==> src/common/sac_regs.svh <==
// Operation
// - Bit 7 selects request; low seven give operation
// - Bit 7 sets or clears request at completion
// - Word push duplicates head, drops bottom, 16 cycles
// - Pi push shifts 32-bit stack, 16 cycles
// - Power: second raised to head, stack up
// - Power with nonpositive base reports error 0100
// - Power exponent of magnitude 32 or more reports 1100
// - Add: carry flag, overflow keeps low 16 bits
// - Divide: quotient only; 94 or 14 cycles
// - Zero divisor returns dividend, divide error flagged
// - Sine replaces head, keeps B, 30 if tiny
// - Low multiply flags overflow on nonzero upper half
// - High multiply keeps upper half, 98 cycles
// - Most negative operand returned, overflow set
// - Subtract: borrow on carry bit, 32 cycles
// - Subtract overflow on minimum subtrahend or range
// - Tangent replaces head; overflow near first two odd half-pi points
// - Tiny tangent angle returns angle in 30 cycles
// - Add and subtract update sign, zero, carry, error
`ifndef SAC_REGS_SVH
`define SAC_REGS_SVH

// Operation codes in the low seven command bits
`define SAC_OPC_NOP 7'h00
`define SAC_OPC_PUSHW 7'h77
`define SAC_OPC_PUSHPI 7'h1a
`define SAC_OPC_POW 7'h0b
`define SAC_OPC_ADD 7'h6c
`define SAC_OPC_SUB 7'h6d
`define SAC_OPC_MULL 7'h6e
`define SAC_OPC_MULU 7'h76
`define SAC_OPC_DIV 7'h6f
`define SAC_OPC_SIN 7'h02
`define SAC_OPC_TAN 7'h04
`define SAC_CMD_SR 7

// Status byte fields
`define SAC_ST_SIGN 7
`define SAC_ST_ZERO 6
`define SAC_ST_ERR_HI 4
`define SAC_ST_ERR_LO 1
`define SAC_ST_CARRY 0

// Error field codes
`define SAC_ERR_NONE 4'h0
`define SAC_ERR_NEG 4'h4
`define SAC_ERR_RANGE 4'hc
`define SAC_ERR_DIV0 4'h8
`define SAC_ERR_OVF 4'h6

// Execution cycle counts
`define SAC_CYC_NOP 14'h0004
`define SAC_CYC_PUSHW 14'h0010
`define SAC_CYC_PUSHPI 14'h0010
`define SAC_CYC_ADD 14'h0012
`define SAC_CYC_SUB 14'h0020
`define SAC_CYC_MULL 14'h005e
`define SAC_CYC_MULU 14'h0062
`define SAC_CYC_DIV 14'h005e
`define SAC_CYC_DIV0 14'h000e
`define SAC_CYC_TINY 14'h001e
`define SAC_CYC_POW 14'h2f00
`define SAC_CYC_SIN 14'h12c8
`define SAC_CYC_TAN 14'h16fe

// Float constants and thresholds
`define SAC_FP_PI 32'h40490fdb
`define SAC_FP_HALF_PI 32'h3fc90fdb
`define SAC_FP_3HALF_PI 32'h4096cbe4
`define SAC_FP_ONE 32'h3f800000
`define SAC_FP_TINY_EXP 8'h73
`define SAC_FP_POW_EXP 8'h84
`define SAC_INT_MIN 16'h8000

`endif

==> src/common/sac_pkg.sv <==
package sac_pkg;

	// Decoded operations
	typedef enum logic [3:0] {
		SAC_OP_NOP,
		SAC_OP_PUSHW,
		SAC_OP_PUSHPI,
		SAC_OP_POW,
		SAC_OP_ADD,
		SAC_OP_SUB,
		SAC_OP_MULL,
		SAC_OP_MULU,
		SAC_OP_DIV,
		SAC_OP_SIN,
		SAC_OP_TAN,
		SAC_OP_OTHER
	} sac_op_type;

	// Sequencer states
	typedef enum logic {
		SAC_IDLE,
		SAC_BUSY
	} sac_state_type;

endpackage

==> src/hw/sac_int_unit.sv <==
`timescale 1ns/1ps
`include "sac_regs.svh"

module sac_int_unit (
	// Operands: a is the head, b the second word
	input wire logic [15:0] a_in,
	input wire logic [15:0] b_in,
	input wire sac_pkg::sac_op_type op_in,
	// Result and flags
	output logic [15:0] r_out,
	output logic carry_out,
	output logic ovf_out,
	output logic dz_out
);
	logic [16:0] sum_w;
	logic [16:0] dif_w;
	logic signed [31:0] prod_w;
	logic [15:0] quo_w;
	logic min_w;

	// Arithmetic on the two top words
	assign sum_w = {1'h0, b_in} + {1'h0, a_in};
	assign dif_w = {1'h0, b_in} - {1'h0, a_in};
	assign prod_w = $signed(a_in) * $signed(b_in);
	assign dz_out = (a_in == 16'h0000);
	// Zero divisor still reaches the divider, but the dividend is selected in place of its quotient
	assign quo_w = dz_out ? b_in :
		16'($signed(b_in) / $signed(a_in));
	assign min_w = (a_in == `SAC_INT_MIN) || (b_in == `SAC_INT_MIN);

	// Result selection
	always_comb begin
		r_out = 16'h0000;
		carry_out = 1'h0;
		ovf_out = 1'h0;
		unique case (op_in)
			sac_pkg::SAC_OP_ADD: begin
				r_out = sum_w[15:0];
				carry_out = sum_w[16];
				ovf_out = (a_in[15] == b_in[15]) &&
					(sum_w[15] != a_in[15]);
			end
			sac_pkg::SAC_OP_SUB: begin
				r_out = dif_w[15:0];
				carry_out = dif_w[16];
				ovf_out = (a_in == `SAC_INT_MIN) ||
					((a_in[15] != b_in[15]) &&
					(dif_w[15] != b_in[15]));
			end
			sac_pkg::SAC_OP_MULL: begin
				r_out = min_w ? `SAC_INT_MIN : prod_w[15:0];
				ovf_out = min_w || (prod_w[31:16] != 16'h0000);
			end
			sac_pkg::SAC_OP_MULU: begin
				r_out = min_w ? `SAC_INT_MIN : prod_w[31:16];
				ovf_out = min_w;
			end
			sac_pkg::SAC_OP_DIV: begin
				r_out = quo_w;
			end
			default: begin
				r_out = 16'h0000;
			end
		endcase
	end
endmodule // sac_int_unit

==> src/hw/sac_flt_unit.sv <==
`timescale 1ns/1ps
`include "sac_regs.svh"

module sac_flt_unit (
	// Operands: a at the head, b below it
	input wire logic [31:0] a_in,
	input wire logic [31:0] b_in,
	input wire sac_pkg::sac_op_type op_in,
	// Result, error code and tiny-angle flag
	output logic [31:0] r_out,
	output logic [3:0] err_out,
	output logic tiny_out
);
	logic b_nonpos_w;
	logic a_big_w;
	logic near_pole_w;

	// Operand classification
	assign tiny_out = (a_in[30:23] < `SAC_FP_TINY_EXP);
	assign b_nonpos_w = b_in[31] || (b_in[30:23] == 8'h00);
	// Coarse bound on the exponent term, it ignores the size of ln B
	assign a_big_w = (a_in[30:23] >= `SAC_FP_POW_EXP);
	// Only the first two odd half-pi points are caught
	assign near_pole_w = (a_in[30:8] == 23'(`SAC_FP_HALF_PI >> 8)) ||
		(a_in[30:8] == 23'(`SAC_FP_3HALF_PI >> 8));

	// Special-case results; general sine and tangent values pass A through, power passes B
	always_comb begin
		r_out = a_in;
		err_out = `SAC_ERR_NONE;
		unique case (op_in)
			sac_pkg::SAC_OP_POW: begin
				if (b_nonpos_w) begin
					err_out = `SAC_ERR_NEG;
					r_out = b_in;
				end else if (a_big_w) begin
					err_out = `SAC_ERR_RANGE;
					r_out = b_in;
				end else begin
					r_out = (a_in[30:23] == 8'h00) ? `SAC_FP_ONE : b_in;
				end
			end
			sac_pkg::SAC_OP_TAN: begin
				r_out = a_in;
				err_out = (!tiny_out && near_pole_w) ? `SAC_ERR_OVF :
					`SAC_ERR_NONE;
			end
			default: begin
				r_out = a_in;
			end
		endcase
	end
endmodule // sac_flt_unit

==> src/hw/sac_core.sv <==
`timescale 1ns/1ps
`include "sac_regs.svh"

module sac_core #(
	parameter logic [13:0] POW_CYCLES = `SAC_CYC_POW,
	parameter logic [13:0] SIN_CYCLES = `SAC_CYC_SIN,
	parameter logic [13:0] TAN_CYCLES = `SAC_CYC_TAN
) (
	// Clock, reset, enable
	input wire logic clk_in,
	input wire logic sys_rst_in,
	input wire logic ce_in,
	// Command and operand entry
	input wire logic cmd_valid_in,
	input wire logic [7:0] cmd_in,
	input wire logic word_valid_in,
	input wire logic [15:0] word_in,
	// State seen by the host
	output logic cmd_ready_out,
	output logic busy_out,
	output logic [15:0] stack_head_out,
	output logic [15:0] stack_second_out,
	output logic [7:0] status_out,
	output logic svc_req_out
);
	sac_pkg::sac_state_type state_reg;
	sac_pkg::sac_op_type op_reg;
	sac_pkg::sac_op_type dec_op;
	logic [15:0] stk_reg [0:7];
	logic [15:0] stk_next [0:7];
	logic [13:0] cnt_reg;
	logic [13:0] dec_cyc;
	logic sr_reg;
	logic [7:0] status_reg;
	logic [7:0] status_next;
	logic svc_reg;
	logic ready_reg;
	logic busy_reg;
	logic take_w;
	logic push_w;
	logic commit_w;
	logic [6:0] op7_w;
	logic [15:0] int_r;
	logic int_carry;
	logic int_ovf;
	logic int_dz;
	logic [31:0] flt_r;
	logic [3:0] flt_err;
	logic flt_tiny;
	logic [15:0] res_hi_w;
	logic [15:0] res_lo_w;

	// Handshake terms; a command wins over a word in the same cycle
	assign take_w = ce_in && cmd_valid_in && (state_reg == sac_pkg::SAC_IDLE);
	assign push_w = ce_in && word_valid_in && !cmd_valid_in &&
		(state_reg == sac_pkg::SAC_IDLE);
	assign commit_w = ce_in && (state_reg == sac_pkg::SAC_BUSY) &&
		(cnt_reg == 14'h0000);

	// Command decode ignores bit 7, which only steers the request line
	assign op7_w = cmd_in[6:0];
	assign dec_op =
		(op7_w == `SAC_OPC_NOP) ? sac_pkg::SAC_OP_NOP :
		(op7_w == `SAC_OPC_PUSHW) ? sac_pkg::SAC_OP_PUSHW :
		(op7_w == `SAC_OPC_PUSHPI) ? sac_pkg::SAC_OP_PUSHPI :
		(op7_w == `SAC_OPC_POW) ? sac_pkg::SAC_OP_POW :
		(op7_w == `SAC_OPC_ADD) ? sac_pkg::SAC_OP_ADD :
		(op7_w == `SAC_OPC_SUB) ? sac_pkg::SAC_OP_SUB :
		(op7_w == `SAC_OPC_MULL) ? sac_pkg::SAC_OP_MULL :
		(op7_w == `SAC_OPC_MULU) ? sac_pkg::SAC_OP_MULU :
		(op7_w == `SAC_OPC_DIV) ? sac_pkg::SAC_OP_DIV :
		(op7_w == `SAC_OPC_SIN) ? sac_pkg::SAC_OP_SIN :
		(op7_w == `SAC_OPC_TAN) ? sac_pkg::SAC_OP_TAN :
		sac_pkg::SAC_OP_OTHER;

	// Execution length chosen at acceptance from the current operands
	assign dec_cyc =
		(dec_op == sac_pkg::SAC_OP_PUSHW) ? `SAC_CYC_PUSHW :
		(dec_op == sac_pkg::SAC_OP_PUSHPI) ? `SAC_CYC_PUSHPI :
		(dec_op == sac_pkg::SAC_OP_POW) ? POW_CYCLES :
		(dec_op == sac_pkg::SAC_OP_ADD) ? `SAC_CYC_ADD :
		(dec_op == sac_pkg::SAC_OP_SUB) ? `SAC_CYC_SUB :
		(dec_op == sac_pkg::SAC_OP_MULL) ? `SAC_CYC_MULL :
		(dec_op == sac_pkg::SAC_OP_MULU) ? `SAC_CYC_MULU :
		(dec_op == sac_pkg::SAC_OP_DIV) ?
			(int_dz ? `SAC_CYC_DIV0 : `SAC_CYC_DIV) :
		(dec_op == sac_pkg::SAC_OP_SIN) ?
			(flt_tiny ? `SAC_CYC_TINY : SIN_CYCLES) :
		(dec_op == sac_pkg::SAC_OP_TAN) ?
			(flt_tiny ? `SAC_CYC_TINY : TAN_CYCLES) :
		`SAC_CYC_NOP;

	// Integer datapath on the head and second words
	sac_int_unit u_int (
		.a_in(stk_reg[0]),
		.b_in(stk_reg[1]),
		.op_in(op_reg),
		.r_out(int_r),
		.carry_out(int_carry),
		.ovf_out(int_ovf),
		.dz_out(int_dz)
	);

	// Float checks on the two top 32-bit operands
	sac_flt_unit u_flt (
		.a_in({stk_reg[0], stk_reg[1]}),
		.b_in({stk_reg[2], stk_reg[3]}),
		.op_in(op_reg),
		.r_out(flt_r),
		.err_out(flt_err),
		.tiny_out(flt_tiny)
	);

	assign res_hi_w = flt_r[31:16];
	assign res_lo_w = flt_r[15:0];

	// Next stack image; unchanged while a command runs
	always_comb begin
		for (int i = 0; i < 8; i++) begin
			stk_next[i] = stk_reg[i];
		end
		if (push_w) begin
			stk_next[0] = word_in;
			for (int i = 1; i < 8; i++) begin
				stk_next[i] = stk_reg[i - 1];
			end
		end else if (commit_w) begin
			unique case (op_reg)
				sac_pkg::SAC_OP_PUSHW: begin
					for (int i = 1; i < 8; i++) begin
						stk_next[i] = stk_reg[i - 1];
					end
				end
				sac_pkg::SAC_OP_PUSHPI: begin
					stk_next[0] = 16'(`SAC_FP_PI >> 16);
					stk_next[1] = 16'(`SAC_FP_PI);
					for (int i = 2; i < 8; i++) begin
						stk_next[i] = stk_reg[i - 2];
					end
				end
				sac_pkg::SAC_OP_POW: begin
					stk_next[0] = res_hi_w;
					stk_next[1] = res_lo_w;
					for (int i = 2; i < 6; i++) begin
						stk_next[i] = stk_reg[i + 2];
					end
					stk_next[6] = stk_reg[0];
					stk_next[7] = stk_reg[1];
				end
				sac_pkg::SAC_OP_ADD, sac_pkg::SAC_OP_SUB,
				sac_pkg::SAC_OP_MULL, sac_pkg::SAC_OP_MULU,
				sac_pkg::SAC_OP_DIV: begin
					stk_next[0] = int_r;
					for (int i = 1; i < 7; i++) begin
						stk_next[i] = stk_reg[i + 1];
					end
					stk_next[7] = stk_reg[0];
				end
				sac_pkg::SAC_OP_SIN, sac_pkg::SAC_OP_TAN: begin
					stk_next[0] = res_hi_w;
					stk_next[1] = res_lo_w;
				end
				default: begin
					stk_next[0] = stk_reg[0];
				end
			endcase
		end
	end

	// Status image at completion
	always_comb begin
		status_next = status_reg;
		if (commit_w) begin
			unique case (op_reg)
				sac_pkg::SAC_OP_NOP: begin
					status_next = 8'h00;
				end
				sac_pkg::SAC_OP_PUSHW, sac_pkg::SAC_OP_PUSHPI: begin
					status_next[`SAC_ST_SIGN] = stk_next[0][15];
					status_next[`SAC_ST_ZERO] = (stk_next[0] == 16'h0000);
				end
				sac_pkg::SAC_OP_ADD, sac_pkg::SAC_OP_SUB: begin
					status_next[`SAC_ST_SIGN] = int_r[15];
					status_next[`SAC_ST_ZERO] = (int_r == 16'h0000);
					status_next[`SAC_ST_CARRY] = int_carry;
					status_next[`SAC_ST_ERR_HI:`SAC_ST_ERR_LO] =
						int_ovf ? `SAC_ERR_OVF : `SAC_ERR_NONE;
				end
				sac_pkg::SAC_OP_MULL, sac_pkg::SAC_OP_MULU,
				sac_pkg::SAC_OP_DIV: begin
					status_next[`SAC_ST_SIGN] = int_r[15];
					status_next[`SAC_ST_ZERO] = (int_r == 16'h0000);
					status_next[`SAC_ST_ERR_HI:`SAC_ST_ERR_LO] =
						(op_reg == sac_pkg::SAC_OP_DIV && int_dz) ?
						`SAC_ERR_DIV0 :
						(int_ovf ? `SAC_ERR_OVF : `SAC_ERR_NONE);
				end
				sac_pkg::SAC_OP_POW, sac_pkg::SAC_OP_SIN,
				sac_pkg::SAC_OP_TAN: begin
					status_next[`SAC_ST_SIGN] = flt_r[31];
					status_next[`SAC_ST_ZERO] = (flt_r[30:23] == 8'h00);
					status_next[`SAC_ST_ERR_HI:`SAC_ST_ERR_LO] = flt_err;
				end
				default: begin
					status_next = status_reg;
				end
			endcase
		end
	end

	// Stack storage
	always_ff @(posedge clk_in) begin
		if (sys_rst_in) begin
			for (int i = 0; i < 8; i++) begin
				stk_reg[i] <= 16'h0000;
			end
		end else if (ce_in) begin
			for (int i = 0; i < 8; i++) begin
				stk_reg[i] <= stk_next[i];
			end
		end
	end

	// Sequencer: one command at a time, held for its full count
	always_ff @(posedge clk_in) begin
		if (sys_rst_in) begin
			state_reg <= sac_pkg::SAC_IDLE;
			op_reg <= sac_pkg::SAC_OP_NOP;
			sr_reg <= 1'h0;
			cnt_reg <= 14'h0000;
		end else if (take_w) begin
			state_reg <= sac_pkg::SAC_BUSY;
			op_reg <= dec_op;
			sr_reg <= cmd_in[`SAC_CMD_SR];
			cnt_reg <= dec_cyc - 14'h0001;
		end else if (commit_w) begin
			state_reg <= sac_pkg::SAC_IDLE;
		end else if (ce_in && state_reg == sac_pkg::SAC_BUSY) begin
			cnt_reg <= cnt_reg - 14'h0001;
		end
	end

	// Host-visible flops
	always_ff @(posedge clk_in) begin
		if (sys_rst_in) begin
			status_reg <= 8'h00;
			svc_reg <= 1'h0;
			ready_reg <= 1'h0;
			busy_reg <= 1'h0;
		end else if (ce_in) begin
			status_reg <= status_next;
			svc_reg <= commit_w ? sr_reg : svc_reg;
			ready_reg <= !take_w && (commit_w ||
				state_reg == sac_pkg::SAC_IDLE);
			busy_reg <= take_w || (busy_reg && !commit_w);
		end
	end

	assign cmd_ready_out = ready_reg;
	assign busy_out = busy_reg;
	assign stack_head_out = stk_reg[0];
	assign stack_second_out = stk_reg[1];
	assign status_out = status_reg;
	assign svc_req_out = svc_reg;

	// Checking helpers: run length of the current command
	logic [13:0] run_reg;
	logic [13:0] total_reg;
	always_ff @(posedge clk_in) begin
		if (sys_rst_in) begin
			run_reg <= 14'h0000;
			total_reg <= 14'h0000;
		end else if (take_w) begin
			run_reg <= 14'h0000;
			total_reg <= dec_cyc;
		end else if (ce_in && busy_reg) begin
			run_reg <= run_reg + 14'h0001;
		end
	end
endmodule // sac_core

==> config.mk <==
export PLATFORM = sky130hd
export DESIGN_NAME = sac_core
export DESIGN_NICKNAME = d
export VERILOG_FILES = /design/src/common/sac_pkg.sv /design/src/hw/sac_int_unit.sv /design/src/hw/sac_flt_unit.sv /design/src/hw/sac_core.sv
export VERILOG_INCLUDE_DIRS = /design/src /design/src/common
export SDC_FILE = /design/constraint.sdc
export NUM_CORES = 2
export LEC_CHECK = 0
export ABC_AREA = 1
export BUFFER_PORTS_ARGS = -buffer_cell sky130_fd_sc_hd__buf_2
export CAP_MARGIN = 10
export CORE_MARGIN = 2
export CORE_UTILIZATION = 37
export CTS_CLUSTER_DIAMETER = 200
export CTS_CLUSTER_SIZE = 24
export DETAILED_ROUTE_END_ITERATION = 10
export PLACE_DENSITY = 0.62
export SYNTH_ARGS = -nofsm -noshare
export SYNTH_HDL_FRONTEND = slang
export SYNTH_SLANG_ARGS = --single-unit
==> constraint.sdc <==
create_clock -name clk_in -period 40.3 [get_ports clk_in]
set_clock_uncertainty 0.15 [all_clocks]
set_input_delay 0 -clock clk_in [delete_from_list [all_inputs] [get_ports clk_in]]
set_output_delay 0 -clock clk_in [all_outputs]
set_load 0.05 [all_outputs]
==> impl_summary.txt <==
----------------------------------------------------
[Cells and area]
  Fraction of layout instances using a drive strength above 1 ... 6.33%
  Flip-flop count of the largest register after layout ... 128
  Layout Nets ... 4848
  Area growth syn-to-layout ... 6.48%

[Logic synthesis]
  Proportion of netlist area held by the largest area contributor ... 17.5%
  Cells taking the most area after synthesis ... sky130_fd_sc_hd__fa_1 17%, sky130_fd_sc_hd__edfxtp_1 13%, sky130_fd_sc_hd__nand2_1 11%
  Post-synthesis average cell area ... 6.96 um^2
  Flop and latch count out of synthesis ... 157
  Most numerous cell in the Yosys netlist ... sky130_fd_sc_hd__nand2_1
  Number of flops mapped to enable cells by yosys ... 128
  Post-Synthesis Cells ... 4344
  Cell variety after synth ... 69
  Cell type with the highest aggregate area in the netlist ... sky130_fd_sc_hd__fa_1
  Warnings from Yosys ... 0
  Predominant post-synthesis flop cell ... sky130_fd_sc_hd__edfxtp_1
  Commonest cells in the synthesized netlist ... 910 x sky130_fd_sc_hd__nand2_1, 867 x sky130_fd_sc_hd__inv_1, 271 x sky130_fd_sc_hd__a21oi_1
  Proportion of synthesized chip area in sequential cells ... 14.6%
  Post-synth ARST share ... 0%
  Summed instance area of the synthesized netlist ... 30200 um^2

[Worst hold path]
  Hold Path End ... op_reg[0]$_SDFFE_PP0P_
  Start point of the worst hold path ... cmd_in[2]
  Worst hold path type ... in2reg
  Worst Hold Path Cells ... 7

[Global route]
  Most utilized layer in the global route result ... met2
  Fraction of met3 tracks used by global routing ... 3.22%
  Met2 demand-to-capacity share in global routing ... 39.9%
  Initial antenna violation count ... 1
  Vias in the first global route ... 28500
  GRT Resource Usage Total ... 24.8%
  Remaining global-route overflow ... 0
  Largest net degree at the start of global routing ... 100
  Wire length of the first global-routing pass ... 165000 um
  Met1 routing resource usage after global routing ... 33.5%

[STA]
  Setup violations, final ... 0
  Max-slew violations ... 0
  Slew at the pin with the worst max-slew slack ... 1.13 ns
  Tmin final ... 32.45 ns
  Number of hold-slack violations in the final timing report ... 0
  Worst slew margin ... 24.0%
  Maximum frequency from static timing analysis ... 30.8 MHz
  Setup repair after global routing missed its margin ... false
  Final Cycle Share ... 80.5%
  TNS Setup ... 0 ns

[Power]
  Worst IR Drop VDD ... 0.000103 V
  Power consumption ... 2010 uW
  Leakage power of the design ... 0.0159 uW
  Power density over the cells ... 62.5 nW/um^2

[Clock network]
  H-Tree Depth ... 4
  Post-cts repair resize count ... 0
  TritonCTS clock tree ... yes
  Clk pin slew, worst setup/hold paths ... 0.06 ns
  Hold bufs inserted after CTS ... 21
  Clock buffers created by TritonCTS ... 17
  Bufs on Longest Clock Path ... 2
  Number of sinks on the clock net ... 157
  Worst-Skew Late Latency ... 0.45 ns
  Setup Fix Bufs, Post-CTS ... 0
  Root Driver ... sky130_fd_sc_hd__clkbuf_16

[Detailed routing]
  Post-detailed-route DRC marker count ... 0
  Mean routed wirelength per cell ... 19.6 um
  Iteration count of the initial detailed-routing pass ... 9
  Post-DR vias/cell ... 5.50
  Remaining antenna violation count after routing ... 0
  Final WL ... 105000 um
  Violation count after the first detailed-routing iteration ... 3390
  Via count ... 29600

[Critical path]
  RR Startpoint ... stk_reg[0][16]$_SDFFCE_PN0P_
  Worst Setup Start Kind ... flop
  Critical path arrival ... 32.67 ns
  Data required, critical path ... 40.52 ns
  Setup crit end kind ... flop
  Cell occurring most often along the worst timing path ... sky130_fd_sc_hd__nand2_1
  Type of the setup path with the least slack ... reg2reg
  R2r endpoint ... status_out[6]$_SDFFE_PP0P_
  Slowest cell on the critical path ... sky130_fd_sc_hd__o21ai_2
  Timing startpoint of the critical path ... stk_reg[0][16]$_SDFFCE_PN0P_
  Maximum fanout along the worst path ... 29
  Slack of the worst reg-to-reg path ... 7.85 ns
  Logic depth of the worst register-to-register path ... 214
  Largest stage delay, worst path ... 0.80 ns

[Floorplan]
  Top Ports ... 72
  Horizontal die dimension ... 290 um
  Die extent in y ... 290 um
  FP Rows ... 104
  Die area ... 84000 um^2
  Initial cell density of the core ... 37.5%
  Floorplan Core Area ... 80700 um^2

[Place]
  Port Buffer Count ... 69
  Total half-perimeter wirelength after legalization and detailed placement ... 78800 um
  Placer's final routability congestion estimate ... 1.00

[Run status]
  Run status ... finished clean

[Flow run]
  Max cap viols ... 0

----------------------------------------------------
worst max-delay path by stage:
stage	end	slack, ns	cells after the start
6_report	status_out[6]$_SDFFE_PP0P_	7.85	214
5_1_grt	status_out[6]$_SDFFE_PP0P_	4.17	220
4_1_cts	status_out[6]$_SDFFE_PP0P_	8.12	214
3_5_place_dp	status_out[6]$_SDFFE_PP0P_	8.25	211
3_3_place_gp	status_out[6]$_SDFFE_PP0P_	8.91	205
2_1_floorplan	status_out[6]$_SDFFE_PP0P_	14.37	221
layout make-up:
class                      count  area (um^2)
inverter                     890         3350
antenna                        1         2.50
timing repair buffer         146          976
fill                        8536        48500
tap                         1060         1330
clock buffer                  17          425
multi-input combinational   3087        21500
clock inverter                15          163
sequential                   157         4420
metal layers:
metal,part of all wire (%),wire (um),vias up
met2,45,47300,1402
met3,9.0,9470,258
met1,41,43700,13900
met5,0.011,12,-
met4,4.7,4930,2
li1,-,-,14000
cell usage in the layout (no fill, tap or decap), drive strengths merged, types with 75 or more instances in the layout:
| cell type | Yosys | final |
|---|---|---|
| fa | 264 | 264 |
| buf | 92 | 125 |
| inv | 879 | 883 |
| nand3 | 224 | 224 |
| o21ai | 252 | 252 |
| ha | 256 | 256 |
| nor2 | 278 | 278 |
| nand2 | 922 | 922 |
| a21oi | 275 | 275 |
| edfxtp | 128 | 128 |
| a211oi | 75 | 75 |
metrics by stage:
step	instance area [um^2]	hold WS [ns]	util, %	setup WS, ns	instances
2_1_floorplan	30200	0.0360	-	14.37	4345
3_3_place_gp	31400	0.136	38.9	8.91	5319
3_5_place_dp	31400	0.144	38.9	8.25	5319
4_1_cts	32200	0.0339	39.9	8.12	5372
5_1_grt	32200	0.0946	39.9	4.17	5372
6_report	32200	0.0358	39.9	7.85	5373
worst max-delay path: cells and delay by family, from the launching register on:
family                   cells  cell delay, ns
AND/OR/NAND/NOR            116           13.57
AO/OA/AOI/OAI               49            8.95
adder cells (fa/ha/maj)     17            5.08
buffers and inverters       31            4.11
flip-flops                   1            0.32
XOR/XNOR                     1            0.17
cell families after synthesis:
kind of cell	Yosys count	synth area share, %
other	1	0.0124
XOR/XNOR	107	3.10
buffers and inverters	1101	14.3
adder cells (fa/ha/maj)	520	28.1
AND/OR/NAND/NOR	1597	22.5
AO/OA/AOI/OAI	860	17.3
flip-flops	157	14.6
multiplexers	1	0.0455
where the power goes:
part,internal (uW),leakage [uW],switching [uW]
clock,92.2,0.000281,73.7
sequential,186,0.00159,8.24
combinational,595,0.0141,1060
(Power assumes the default switching activity.)
